<file path="config.mk">
export PLATFORM = sky130hd
export DESIGN_NAME = aopc_regs
export DESIGN_NICKNAME = d
export VERILOG_FILES = /design/src/rtl/aopc_pkg.sv /design/src/rtl/aopc_regs.sv
export SDC_FILE = /design/constraint.sdc
export NUM_CORES = 1
export LEC_CHECK = 0
export BUFFER_PORTS_ARGS = -buffer_cell sky130_fd_sc_hd__buf_4
export CAP_MARGIN = 40
export CORE_AREA = 3 3 109 111
export CTS_CLUSTER_SIZE = 24
export DETAILED_ROUTE_END_ITERATION = 8
export DIE_AREA = 0 0 112 114
export PLACE_DENSITY = 0.72
export SLEW_MARGIN = 20
export SYNTH_ARGS = -nofsm -noshare
export SYNTH_HDL_FRONTEND = slang
export SYNTH_SLANG_ARGS = --single-unit
</file>
<file path="constraint.sdc">
create_clock -name clk -period 3 [get_ports clk]
set_input_delay 0.15 -clock clk [delete_from_list [all_inputs] [get_ports clk]]
set_output_delay 0.15 -clock clk [all_outputs]
set_load 0.01 [all_outputs]
</file>
<file path="src/rtl/aopc_pkg.sv">
/*
 Package for the output, synthesiser and pattern control register bank.
 Assumes a byte-wide register space behind a 32-bit Avalon-MM slave.
*/
package aopc_pkg;
    // Register indices; the bus byte address is the index times four
    localparam logic [9:0] OFFS_HI_IDX = 10'h067;
    localparam logic [9:0] FLAG_IDX = 10'h068;
    localparam logic [9:0] RECAL_IDX = 10'h06B;
    localparam logic [9:0] CKDLY_IDX = 10'h06D;
    localparam logic [9:0] PATA_IDX = 10'h074;
    localparam logic [9:0] OFFS_LO_IDX = 10'h066;
    localparam logic [9:0] PATA_HI_IDX = 10'h075;
    localparam logic [9:0] SRCCFG_IDX = 10'h0E0;
    localparam logic [9:0] STATUS_IDX = 10'h0D1;

    localparam logic [7:0] OFFS_HI_RST = 8'h00;
    localparam logic [7:0] FLAG_RST = 8'h24;
    localparam logic [7:0] RECAL_RST = 8'h08;
    localparam logic [7:0] CKDLY_RST = 8'h00;
    localparam logic [7:0] PATA_RST = 8'h00;
    localparam logic [7:0] SRCCFG_RST = 8'h00;

    localparam int FLAG_EN_BIT = 2;
    localparam int FLAG_POL_BIT = 3;
    localparam int RECAL_BIT = 2;
    localparam int PLLCLK_BIT = 5;
    localparam int DLY_LSB = 1;
    localparam logic [7:0] CKDLY_WMASK = 8'h3F;
    localparam int SRC_PLL_BIT = 0;
    localparam int SRC_PLLEN_BIT = 1;
    localparam int SRC_DEC_BIT = 2;
    localparam int CAL_CYCLES = 16;

    typedef struct packed {
        logic [15:0] offset;
        logic [11:0] pattern;
        logic [2:0] delay;
        logic flagEn;
        logic flagPol;
        logic pllClkEn;
    } aopc_cfg_s;
endpackage : aopc_pkg

</file>
<file path="src/rtl/aopc_regs.sv">
/*
 Register bank: offset correction, flag pair, synthesiser recalibration,
 output clock delay and pattern A. Assumes a synchronous Avalon-MM master
 on clk and ADC samples arriving on clk as well.
*/
`timescale 1ns/1ps
// Notes on behaviour
// - Offset high byte is writable, resets to zero.
// - Sixteen-bit signed offset, quarter-LSB steps, is added to each sample.
// - Overrange/word-clock pair driven only while enable bit 2 is one; resets one.
// - Any change of the recalibration toggle starts a calibration.
// - Calibration progress appears in a separate status register.
// - Synthesiser clock reaches the core only while its enable bit is one.
// - Three-bit field delays output clock by 0,1,...,5,14,15 VCO cycles.
// - Delay applies only with synthesiser source and no decimation.
// - Clock delay register is ignored unless synthesiser selected and enabled.
// - Pattern A low nibble sits in bits 7..4 of its register.
// - Clock delay register bits 7..6 read zero, ignore writes.
module aopc_regs #(
    parameter int SAMPLE_W = 12
) (
    input wire logic clk,
    input wire logic rst_n,
    input wire logic [9:0] address,
    input wire logic read,
    input wire logic write,
    input wire logic [31:0] writedata,
    input wire logic [3:0] byteenable,
    output logic [31:0] readdata,
    output logic waitrequest,
    input wire logic [SAMPLE_W-1:0] sampleIn,
    input wire logic overrangeIn,
    input wire logic wordClockIn,
    input wire logic synthClkGate,
    output logic [SAMPLE_W-1:0] sampleOut,
    output logic overrange_flag,
    output logic word_clock_marker,
    output logic coreClkEnable,
    output logic [3:0] outputClockVcoDelay,
    output logic recalStart,
    output logic [11:0] patternA
);
    // Sum needs headroom above the quarter-LSB sample and the full offset
    if (SAMPLE_W < 4 || SAMPLE_W > 15)
    begin : g_bad_sample_w
        $error("SAMPLE_W out of range");
    end

    logic rstMeta, rstSync;
    always_ff @(posedge clk or negedge rst_n)
    begin
        if (!rst_n)
        begin
            rstMeta <= 1'b0;
            rstSync <= 1'b0;
        end
        else
        begin
            rstMeta <= 1'b1;
            rstSync <= rstMeta;
        end
    end

    logic [7:0] offsHi_reg, offsLo_reg, flag_reg, recal_reg, ckdly_reg;
    logic [7:0] pataLo_reg, pataHi_reg, srccfg_reg;
    logic recalPrev_reg;
    logic [4:0] calCnt_reg;
    logic [SAMPLE_W-1:0] sample_reg;
    logic ovr_reg, wck_reg, coreEn_reg, start_reg, wait_reg;
    logic [3:0] dly_reg;
    logic [31:0] rdata_reg;

    // Access completes on second cycle; waitrequest high first cycle
    wire logic access = (read | write) & wait_reg;
    wire logic wrEn = write & ~wait_reg & byteenable[0];
    wire logic [7:0] wd = writedata[7:0];
    wire logic synthActive = srccfg_reg[aopc_pkg::SRC_PLL_BIT]
        & srccfg_reg[aopc_pkg::SRC_PLLEN_BIT];
    wire logic calBusy = calCnt_reg != 5'h00;
    wire logic toggled = recal_reg[aopc_pkg::RECAL_BIT] ^ recalPrev_reg;

    function automatic logic [7:0] rd_mux(input logic [9:0] a);
        unique case (a)
            aopc_pkg::OFFS_HI_IDX: rd_mux = offsHi_reg;
            aopc_pkg::OFFS_LO_IDX: rd_mux = offsLo_reg;
            aopc_pkg::FLAG_IDX: rd_mux = flag_reg;
            aopc_pkg::RECAL_IDX: rd_mux = recal_reg;
            aopc_pkg::CKDLY_IDX: rd_mux = ckdly_reg & aopc_pkg::CKDLY_WMASK;
            aopc_pkg::PATA_IDX: rd_mux = pataLo_reg;
            aopc_pkg::PATA_HI_IDX: rd_mux = pataHi_reg;
            aopc_pkg::SRCCFG_IDX: rd_mux = srccfg_reg;
            aopc_pkg::STATUS_IDX: rd_mux = {7'h00, calBusy};
            default: rd_mux = 8'h00;
        endcase
    endfunction : rd_mux

    wire logic [9:0] idx = address >> 2;
    // Process form so the mux follows register changes, not only idx
    logic [7:0] rdByte;
    always_comb
    begin
        rdByte = rd_mux(idx);
    end

    always_ff @(posedge clk or negedge rstSync)
    begin
        if (!rstSync)
        begin
            wait_reg <= 1'b1;
            rdata_reg <= 32'h0000_0000;
        end
        else
        begin
            wait_reg <= ~access;
            if (access && read)
                rdata_reg <= {24'h000000, rdByte};
        end
    end

    always_ff @(posedge clk or negedge rstSync)
    begin
        if (!rstSync)
        begin
            offsHi_reg <= aopc_pkg::OFFS_HI_RST;
            offsLo_reg <= 8'h00;
            flag_reg <= aopc_pkg::FLAG_RST;
            recal_reg <= aopc_pkg::RECAL_RST;
            ckdly_reg <= aopc_pkg::CKDLY_RST;
            pataLo_reg <= aopc_pkg::PATA_RST;
            pataHi_reg <= 8'h00;
            srccfg_reg <= aopc_pkg::SRCCFG_RST;
        end
        else if (wrEn)
        begin
            unique case (idx)
                aopc_pkg::OFFS_HI_IDX: offsHi_reg <= wd;
                aopc_pkg::OFFS_LO_IDX: offsLo_reg <= wd;
                aopc_pkg::FLAG_IDX: flag_reg <= wd;
                aopc_pkg::RECAL_IDX: recal_reg <= wd;
                aopc_pkg::CKDLY_IDX: ckdly_reg <= wd & aopc_pkg::CKDLY_WMASK;
                aopc_pkg::PATA_IDX: pataLo_reg <= wd;
                aopc_pkg::PATA_HI_IDX: pataHi_reg <= wd;
                aopc_pkg::SRCCFG_IDX: srccfg_reg <= wd;
                default: ;
            endcase
        end
    end

    // Quarter-LSB offset: drop two fraction bits after signed add
    wire logic signed [17:0] offsFull = $signed({{2{offsHi_reg[7]}}, offsHi_reg, offsLo_reg});
    wire logic signed [17:0] sumQ = $signed({{(18-SAMPLE_W-2){sampleIn[SAMPLE_W-1]}},
        sampleIn, 2'b00}) + offsFull;
    wire logic signed [17:0] maxQ = $signed({{(18-SAMPLE_W-1){1'b0}},
        {(SAMPLE_W-1){1'b1}}, 2'b00});
    wire logic signed [17:0] minQ = -maxQ - 18'sd4;
    wire logic [SAMPLE_W-1:0] clipped = (sumQ > maxQ) ? maxQ[SAMPLE_W+1:2]
        : (sumQ < minQ) ? minQ[SAMPLE_W+1:2] : sumQ[SAMPLE_W+1:2];

    wire logic flagEn = flag_reg[aopc_pkg::FLAG_EN_BIT];
    wire logic flagPol = flag_reg[aopc_pkg::FLAG_POL_BIT];
    // Delay honoured only with synthesiser active and no decimation
    wire logic dlyValid = synthActive & ~srccfg_reg[aopc_pkg::SRC_DEC_BIT];
    wire logic [2:0] dlyCode = ckdly_reg[aopc_pkg::DLY_LSB +: 3];
    // 0..5 map one-to-one is ambiguous; code n gives n cycles, 6->14, 7->15
    wire logic [3:0] dlyCycles = dlyCode[2] & dlyCode[1] ? {3'b111, dlyCode[0]}
        : {1'b0, dlyCode};

    always_ff @(posedge clk or negedge rstSync)
    begin
        if (!rstSync)
        begin
            sample_reg <= '0;
            ovr_reg <= 1'b0;
            wck_reg <= 1'b0;
            coreEn_reg <= 1'b0;
            dly_reg <= 4'h0;
            recalPrev_reg <= 1'b0;
            start_reg <= 1'b0;
            calCnt_reg <= 5'h00;
        end
        else
        begin
            sample_reg <= clipped;
            ovr_reg <= flagEn & (overrangeIn ^ flagPol);
            wck_reg <= flagEn & (wordClockIn ^ flagPol);
            coreEn_reg <= synthActive & ckdly_reg[aopc_pkg::PLLCLK_BIT]
                & synthClkGate;
            dly_reg <= dlyValid ? dlyCycles : 4'h0;
            recalPrev_reg <= recal_reg[aopc_pkg::RECAL_BIT];
            start_reg <= toggled;
            if (toggled)
                calCnt_reg <= 5'(aopc_pkg::CAL_CYCLES);
            else if (calBusy)
                calCnt_reg <= calCnt_reg - 5'h01;
        end
    end

    assign readdata = rdata_reg;
    assign waitrequest = wait_reg;
    assign sampleOut = sample_reg;
    assign overrange_flag = ovr_reg;
    assign word_clock_marker = wck_reg;
    assign coreClkEnable = coreEn_reg;
    assign outputClockVcoDelay = dly_reg;
    assign recalStart = start_reg;
    // Low nibble of low register is only stored and read back, not part of the pattern
    assign patternA = {pataHi_reg, pataLo_reg[7:4]};
endmodule : aopc_regs

</file>
# Yosys cells after proc, flatten, opt, wreduce, memory -nomap -nowiden
# Cells that the tools add are included.
[totals]
regBits = 99
out_inout_bits = 65
[classes]
addsub = 2
bitwise_logic = 17
reduce_logical = 11
eq_ne = 9
muxes = 7
n_lt_le_gt_ge = 2
[op_table]
columns = ["op", "n"]
rows = [
  ["8-bit case mux with 9 select lines", 1],
  ["8-bit by 7-bit equality test with 1-bit output (second input constant)", 7],
  ["12-bit 2-to-1 mux", 2],
  ["14-bit by 16-bit adder with 17-bit output", 1],
  ["17-bit by 14-bit greater-than comparator with 1-bit output (second input constant)", 1],
  ["17-bit by 14-bit less-than comparator with 1-bit output (second input constant)", 1],
  ["8-bit equality test (second input constant)", 2],
  ["2-bit AND reduction", 8],
  ["1-bit bitwise AND", 10],
  ["5-bit 2-to-1 mux", 2],
  ["4-bit 2-to-1 mux", 2],
  ["5-bit nonzero test", 1],
  ["5-bit by 1-bit subtractor with 5-bit output (second input constant)", 1],
  ["1-bit inverter", 3],
  ["1-bit bitwise XOR", 3],
  ["2-bit nonzero test", 1],
  ["1-bit logical AND", 1],
  ["1-bit bitwise OR", 1],
]

# Longest topological paths before layout
# Gate-level depths: netlist of run 1.
[logic_depth]
word_depth = 4
depth_mapped = 9
ltp_nobuf = 8

# Least setup slack after synthesis of run 1
# Ideal clock, no wire load.
[synth_path]
path_type = "reg-to-reg"
from = "register offsLo_reg[2]"
to = "register sample_reg[10] (netlist: sampleOut[10])"
path_stages_with_launch = 10
slack_ns = 0.393
synth_period_minus_slack_ns = 2.607
t_required_ns = 2.865
arrival_ns = 2.472
path_cell_list = "dfrtp_1 ha_1 fa_1 a21oi_1 o221ai_2 or4_1 and4_4 buf_6 o31ai_4 a21oi_1"
[synth_via]
elab_chain_cells = 4
[synth_lines]
columns = ["item", "line", "source"]
rows = [
  ["start: declaration", "aopc_regs.sv:64", "logic [7:0] offsHi_reg, offsLo_reg, flag_reg, recal_reg, ckdly_reg;"],
  ["start signal: assignment", "aopc_regs.sv:137", "aopc_pkg::OFFS_LO_IDX: offsLo_reg <= wd;"],
  ["14-bit by 16-bit adder with 17-bit output (*)", "aopc_regs.sv:152", "sampleIn, 2'b00}) + offsFull;"],
  ["17-bit by 14-bit less-than comparator with 1-bit output", "aopc_regs.sv:157", ": (sumQ < minQ) ? minQ[SAMPLE_W+1:2] : sumQ[SAMPLE_W+1:2];"],
  ["12-bit 2-to-1 mux", "aopc_regs.sv:157", ""],
  ["12-bit 2-to-1 mux (*)", "aopc_regs.sv:156", "wire logic [SAMPLE_W-1:0] clipped = (sumQ > maxQ) ? maxQ[SAMPLE_W+1:2]"],
  ["net clipped[10]", "aopc_regs.sv:156", ""],
  ["end signal: assignment", "aopc_regs.sv:183", "sample_reg <= clipped;"],
  ["end: declaration", "aopc_regs.sv:68", "logic [SAMPLE_W-1:0] sample_reg;"],
]
# The timed path passes the listed nets; every way through them passes the cells marked *.
# A chain may end at the register's enable or synchronous reset.

# Worst setup path after layout of run 1
[layout_path]
from = "register offsLo_reg[2]"
to = "register sample_reg[2] (netlist: sampleOut[2])"
# The elaborated chain is that of the path after synthesis.

==> results of run 1 <==
## cells in the mapped netlist (2+ instances only)
cell and number:
nand3_1 5, and3b_1 3, xnor2_1 5, or4_1 2, buf_6 2, nand2_1 13, nor4_2 2, dfrtp_1 95
o21ai_1 2, ha_1 16, a21oi_1 22, nand3b_1 5, o21bai_1 2, a21oi_2 2, a22oi_1 9, buf_4 28
mux2_1 6, a221oi_1 4, dfstp_2 4, nand2b_1 5, mux2_2 56, and4_1 2, nand4_1 2, a41oi_1 3
clkbuf_1 4, buf_2 3, nor4_1 8, a22o_1 4, and2_1 9, and3_1 4, nor2b_1 3, a222oi_1 5
xor2_1 10, nor3_1 11, a21o_1 10, o21ai_0 5, nor3b_1 3, a31oi_1 9, inv_1 8, mux2i_1 3
nor2_1 17, nor4b_4 2, conb_1 2
## power breakdown
group	internal, mW	total, mW	leakage [nW]	switching, mW
logic	0.176	0.397	1.56	0.220
clock network	0.333	0.815	0.0950	0.482
registers	1.40	1.46	1.34	0.0622
## per-layer routing
layer | vias up | global-route usage | routed length, µm
met4 | 0 | 0.0793 | 207
met1 | 1884 | 0.248 | 5070
met5 | - | 0 | 0
met3 | 16 | 0.0255 | 651
li1 | 1764 | - | -
met2 | 115 | 0.319 | 5800
## how the worst max path moves through the flow
stage,endpoint,slack [ps]
detailed placement,sampleOut[9],260
finish,sampleOut[2],250
global route,sampleOut[5],70
global placement,sampleOut[10],310
CTS,sampleOut[9],250
floorplan,calCnt_reg[0],50
## cells by family after synthesis
logic type	count (synthesis)
simple gates	103
flops	99
compound gates	93
mux	65
buf+inv	45
fa+ha+maj	17
xor+xnor	15
other cells	2
## critical path: cells and delay by family (launching register included)
family          cells  cell delay [ps]
compound gates      2              430
simple gates        4             1170
fa+ha+maj           2              610
flops               1              410
## cell type report
class	instances	area, µm²
clock inverters	6	46.3
repair buffers	87	663
flip-flops and latches	99	2490
well taps	140	175
fillers	969	4820
inverters	8	30.0
multi-input cells	318	2530
clock buffers	10	138
==> summary.txt, run 1 <==
Avg Cell Area, Syn - 11.9 µm²
fmax - 364 MHz
Core Area - 10900 µm²
H-tree Lvls - 3
Reg-to-Reg Start - offsLo_reg[2]
Synth Area in Compound Gates - 0.136
insertion delay to the later sink of the worst-skew pair - 370 ps
Hold WS - 60.4 ps
CTS clk-pin slew, worst paths - 100 ps
share of the synthesized area in the top cell type - 0.456
post-CTS sizing - 0
number of synthesized register bits - 99
final worst slack - 254 ps
crit-path max FO - 10
CTS root buf - clkbuf_8
highest-count cells in the layout ignoring fill and taps - dfrtp_1 (94), buf_4 (83), mux2_2 (56)
Finished Layout Cells - 668
synth top area cells - dfrtp_1 (46%), mux2_2 (12%), buf_4 (4.0%), ha_1 (3.8%), a21oi_1 (2.1%)
die area - 12800 µm²
Worst EP arrival - 2990 ps
starting DRC count in detailed routing - 202
count of cell types in the netlist - 67
IO Port Bufs - 76
Post-Synth Adder-Cell Area - 0.0422
fin. max-slew vios - 0
async set-reset flop share out of synthesis - 1.00
Placed Cells - 648
Syn. warnings - 0
starting density of the core - 0.479
Fin. Hold Viols - 0
most common flop cell mapped by yosys - dfrtp_1
Seq/Total Area, Yosys - 0.476
RSZ-0062 raised after global routing - no
hold path startpoint - writedata[1]
Antenna Nets Post-Route - 0
R2R setup slack - 250 ps
Vert. Die Dim - 114 µm
max incr delay on CP - 510 ps
most common cell after layout, fill and taps aside - dfrtp_1
area delta synth->final - 16.3%
maximum capacitance violations - 0
Placed Area - 5840 µm²
hold buffers post-CTS - 4
Hold/Removal Path Class - input pin to flop
Syn Inst Count - 439
vias in the first global route - 3891
final period utilization - 0.915
RD Place Congestion - 0.875
Startpoint Class - flop
DPL Wire Length - 8910 µm
clk sink count - 99
PwrDens - 441 nW/µm²
Netlist Area Pre-Place - 5220 µm²
Worst EP required - 3250 ps
origin of the worst setup path - offsLo_reg[2]
worst reg2reg path depth - 8
worst vdd ir - 0.206 mV
hold path cells - 2
Tot Pwr - 2.68 mW
r2r endpoint - sampleOut[2]
largest net degree at the start of global routing - 58
number of synthesized flops with an enable pin - 0
number of remaining DRC errors - 0
Slew @ Worst Pin - 867 ps
routed vias - 3779
cell breakdown of the critical path - ha_1, fa_1, a21oi_1, o221ai_2, or4_1, and4_4, nor4_1, nor3_1
xor/xnor share of the synthesized area - 0.0252
mux cell area share after synthesis - 0.140
slowest cell on the critical path - or4_1
final number of setup-violating endpoints - 0
final instance area - 6070 µm²
CTS tree - built
Crit Path Class - flop to flop
global-route wire length before repair - 19300 µm
Max clock buf depth - 2
Crit. End Element - flop
Leak - 2.99 nW
layout cell share with drive strength beyond 1 - 0.333
worst slack at placement - 257 ps
initial antenna violation count - 0
status - finished clean
setup tns final - 0 ps
WL final - 11700 µm
GRT overflow - 0
gr usage total - 0.189
main combinational cell family by area after synthesis - multiplexers
# diodes - 0
skew final - 12.5 ps
final core utilization - 0.557
die width - 112 µm
CTS Buf Count - 9
Via density - 5.66
router iterations before antenna repair - 4
Synth area leader - dfrtp_1
max reg flops - 12
Setup Buffers After CTS - 0
Synth Area in Simple Gates - 0.124
WL per Instance - 17.6 µm
max_slew headroom - 0.417
Min-Delay Endpoint - ckdly_reg[1]
# rows - 38
Final #Nets - 605
final critical-path required period - 2750 ps
io pins - 130
Note: power is estimated with default switching activity, not from simulation.
==> run 2: changes to the inputs <==
--- a/config.mk
+++ b/config.mk
@@ -7,11 +7,12 @@
 export LEC_CHECK = 0
 export BUFFER_PORTS_ARGS = -buffer_cell sky130_fd_sc_hd__buf_4
 export CAP_MARGIN = 40
-export CORE_AREA = 3 3 109 111
+export CORE_AREA = 3 3 107 109
+export CTS_BUF_LIST = sky130_fd_sc_hd__clkbuf_2 sky130_fd_sc_hd__clkbuf_4 sky130_fd_sc_hd__clkbuf_8
 export CTS_CLUSTER_SIZE = 24
 export DETAILED_ROUTE_END_ITERATION = 8
-export DIE_AREA = 0 0 112 114
-export PLACE_DENSITY = 0.72
+export DIE_AREA = 0 0 110 112
+export PLACE_DENSITY = 0.75
 export SLEW_MARGIN = 20
 export SYNTH_ARGS = -nofsm -noshare
 export SYNTH_HDL_FRONTEND = slang
==> run 2 against run 1 <==
Against the previous run: setup slack got worse by 46 ps; non-clock buffer count is 1 higher; clock power grew 13%; via count rose by 2.4%; final cell count rose by 0.15%; core utilization is 1.5 points higher; first-iteration DRC count unchanged; worst hold slack worse by 4.0 ps; wire length up 2.6%; critical endpoint is now sampleOut[10].
==> summary.txt, run 2 (synthesis results as in run 1) <==
CTS Buf Count - 9 (unchanged)
PwrDens - 456 nW/µm² (+3.3%)
CTS root buf - clkbuf_8
CTS clk-pin slew, worst paths - 100 ps (about the same)
initial antenna violation count - 0 (unchanged)
skew final - 11.1 ps (-1.39 ps)
Worst EP arrival - 3030 ps (+40 ps)
# rows - 38 (unchanged)
highest-count cells in the layout ignoring fill and taps - dfrtp_1 (94), buf_4 (83), mux2_2 (56)
final period utilization - 0.930 (+0.0152)
Min-Delay Endpoint - ckdly_reg[1]
Crit. End Element - flop
sequential standard cell area - 2490 µm² (unchanged)
final instance area - 6120 µm² (+0.93%)
Crit Path Class - flop to flop
r2r endpoint - sampleOut[10]
maximum capacitance violations - 0 (unchanged)
WL final - 12000 µm (+2.6%)
largest net degree at the start of global routing - 56 (-3.4%)
RSZ-0062 raised after global routing - no
hold path startpoint - writedata[1]
Final #Nets - 606 (+0.17%)
Via density - 5.78 (+2.2%)
DPL Wire Length - 8830 µm (-0.92%)
gr usage total - 0.205 (+0.0158)
worst vdd ir - 0.236 mV (+14%)
die width - 110 µm (-1.8%)
Placed Area - 5840 µm² (unchanged)
Filler Cell Count - 910 (-6.1%)
Antenna Nets Post-Route - 0 (unchanged)
layout cell share with drive strength beyond 1 - 0.335 (+0.00126)
setup tns final - 0 ps (unchanged)
Reg-to-Reg Start - offsLo_reg[2]
Leak - 3.02 nW (+0.92%)
worst reg2reg path depth - 8 (unchanged)
# diodes - 0 (unchanged)
number of remaining DRC errors - 0 (unchanged)
global-route wire length before repair - 19800 µm (+2.5%)
io pins - 130 (unchanged)
clk sink count - 99 (unchanged)
Slew @ Worst Pin - 857 ps (-9.93 ps)
fmax - 358 MHz (-1.6%)
hold buffers post-CTS - 3 (-1)
insertion delay to the later sink of the worst-skew pair - 370 ps (about the same)
fin. max-slew vios - 0 (unchanged)
CTS tree - built
routed vias - 3869 (+2.4%)
starting density of the core - 0.488 (+0.00852)
Vert. Die Dim - 112 µm (-1.8%)
GRT overflow - 0 (unchanged)
starting DRC count in detailed routing - 202 (unchanged)
vias in the first global route - 3905 (+0.36%)
R2R setup slack - 210 ps (-50 ps)
Worst EP required - 3240 ps (about the same)
most common cell after layout, fill and taps aside - dfrtp_1
Core Area - 10700 µm² (-1.7%)
router iterations before antenna repair - 5 (+1)
H-tree Lvls - 3 (unchanged)
hold path cells - 2 (unchanged)
origin of the worst setup path - offsLo_reg[2]
final number of setup-violating endpoints - 0 (unchanged)
area of the multi-input gates - 2530 µm² (unchanged)
post-CTS sizing - 0 (unchanged)
Max clock buf depth - 2 (unchanged)
die area - 12300 µm² (-3.5%)
IO Port Bufs - 76 (unchanged)
WL per Instance - 18.0 µm (+2.4%)
status - finished clean
max reg flops - 12 (unchanged)
Hold/Removal Path Class - input pin to flop
area delta synth->final - 17.4%
max_slew headroom - 0.424 (+0.00667)
RD Place Congestion - 0.882 (+0.79%)
crit-path max FO - 10 (unchanged)
Fin. Hold Viols - 0 (unchanged)
Startpoint Class - flop
Setup Buffers After CTS - 0 (unchanged)
final critical-path required period - 2790 ps (+45.7 ps)
[run 2: cell count changes in the layout (fill, tap and decap cells not counted), sizes merged]
cell | before | now
buf | 83 | 84
bufinv | 0 | 1
clkbuf | 10 | 11
clkinv | 2 | 1
clkinvlp | 1 | 0
[run 2: metrics by stage]
stage                     power, mW   util  worst slack (ps)  cells  hold WS (ps)
after floorplan                1.76      -              45.1    462          -146
after global placement         1.86  0.546               316    648         -67.8
after detailed placement       1.88  0.546               218    648         -65.1
after CTS                      2.80  0.569               203    667          1.11
after global routing           2.92  0.572              21.2    669          58.1
final                          2.79  0.572               209    669          56.4
[run 2: layout make-up]
| type | count | share of cell area |
|---|---|---|
| clock buffer | 11 | 0.0237 |
| sequential | 99 | 0.406 |
| timing repair buffer | 88 | 0.113 |
| multi-input combinational | 318 | 0.413 |
| inverter | 8 | 0.00490 |
| clock inverter | 5 | 0.0110 |
| tap | 140 | 0.0286 |
[run 2: worst max path at each step]
stage	endpoint	slack (ps)
3_5_place_dp	sampleOut[10]	220
5_1_grt	sampleOut[3]	20
3_3_place_gp	sampleOut[10]	320
2_1_floorplan	calCnt_reg[0]	50
4_1_cts	sampleOut[10]	200
6_report	sampleOut[10]	210
[run 2: power breakdown]
group	total, mW	switching (mW)	leakage (nW)	internal (mW)
clock network	0.923	0.491	0.110	0.432
registers	1.45	0.0485	1.34	1.40
logic	0.417	0.237	1.58	0.179
total	2.79	0.777	3.02	2.01
[run 2: worst max-delay path: stages (launching register included)]
cell and delay, ps:
dfrtp_1 420, ha_1 210, fa_1 410, a21oi_1 230, o221ai_2 220, or4_1 510
and4_4 240, o31ai_4 310, a21oi_1 130
[run 2: metal layers]
| metal | wire length [µm] | track usage | up-vias | share of wire |
|---|---|---|---|---|
| met5 | 0 | 0 | - | 0 |
| met4 | 358 | 0.0889 | 0 | 0.030 |
| met3 | 736 | 0.0261 | 29 | 0.061 |
| met2 | 5840 | 0.322 | 139 | 0.49 |
| met1 | 5100 | 0.284 | 1924 | 0.42 |
| li1 | - | - | 1777 | - |
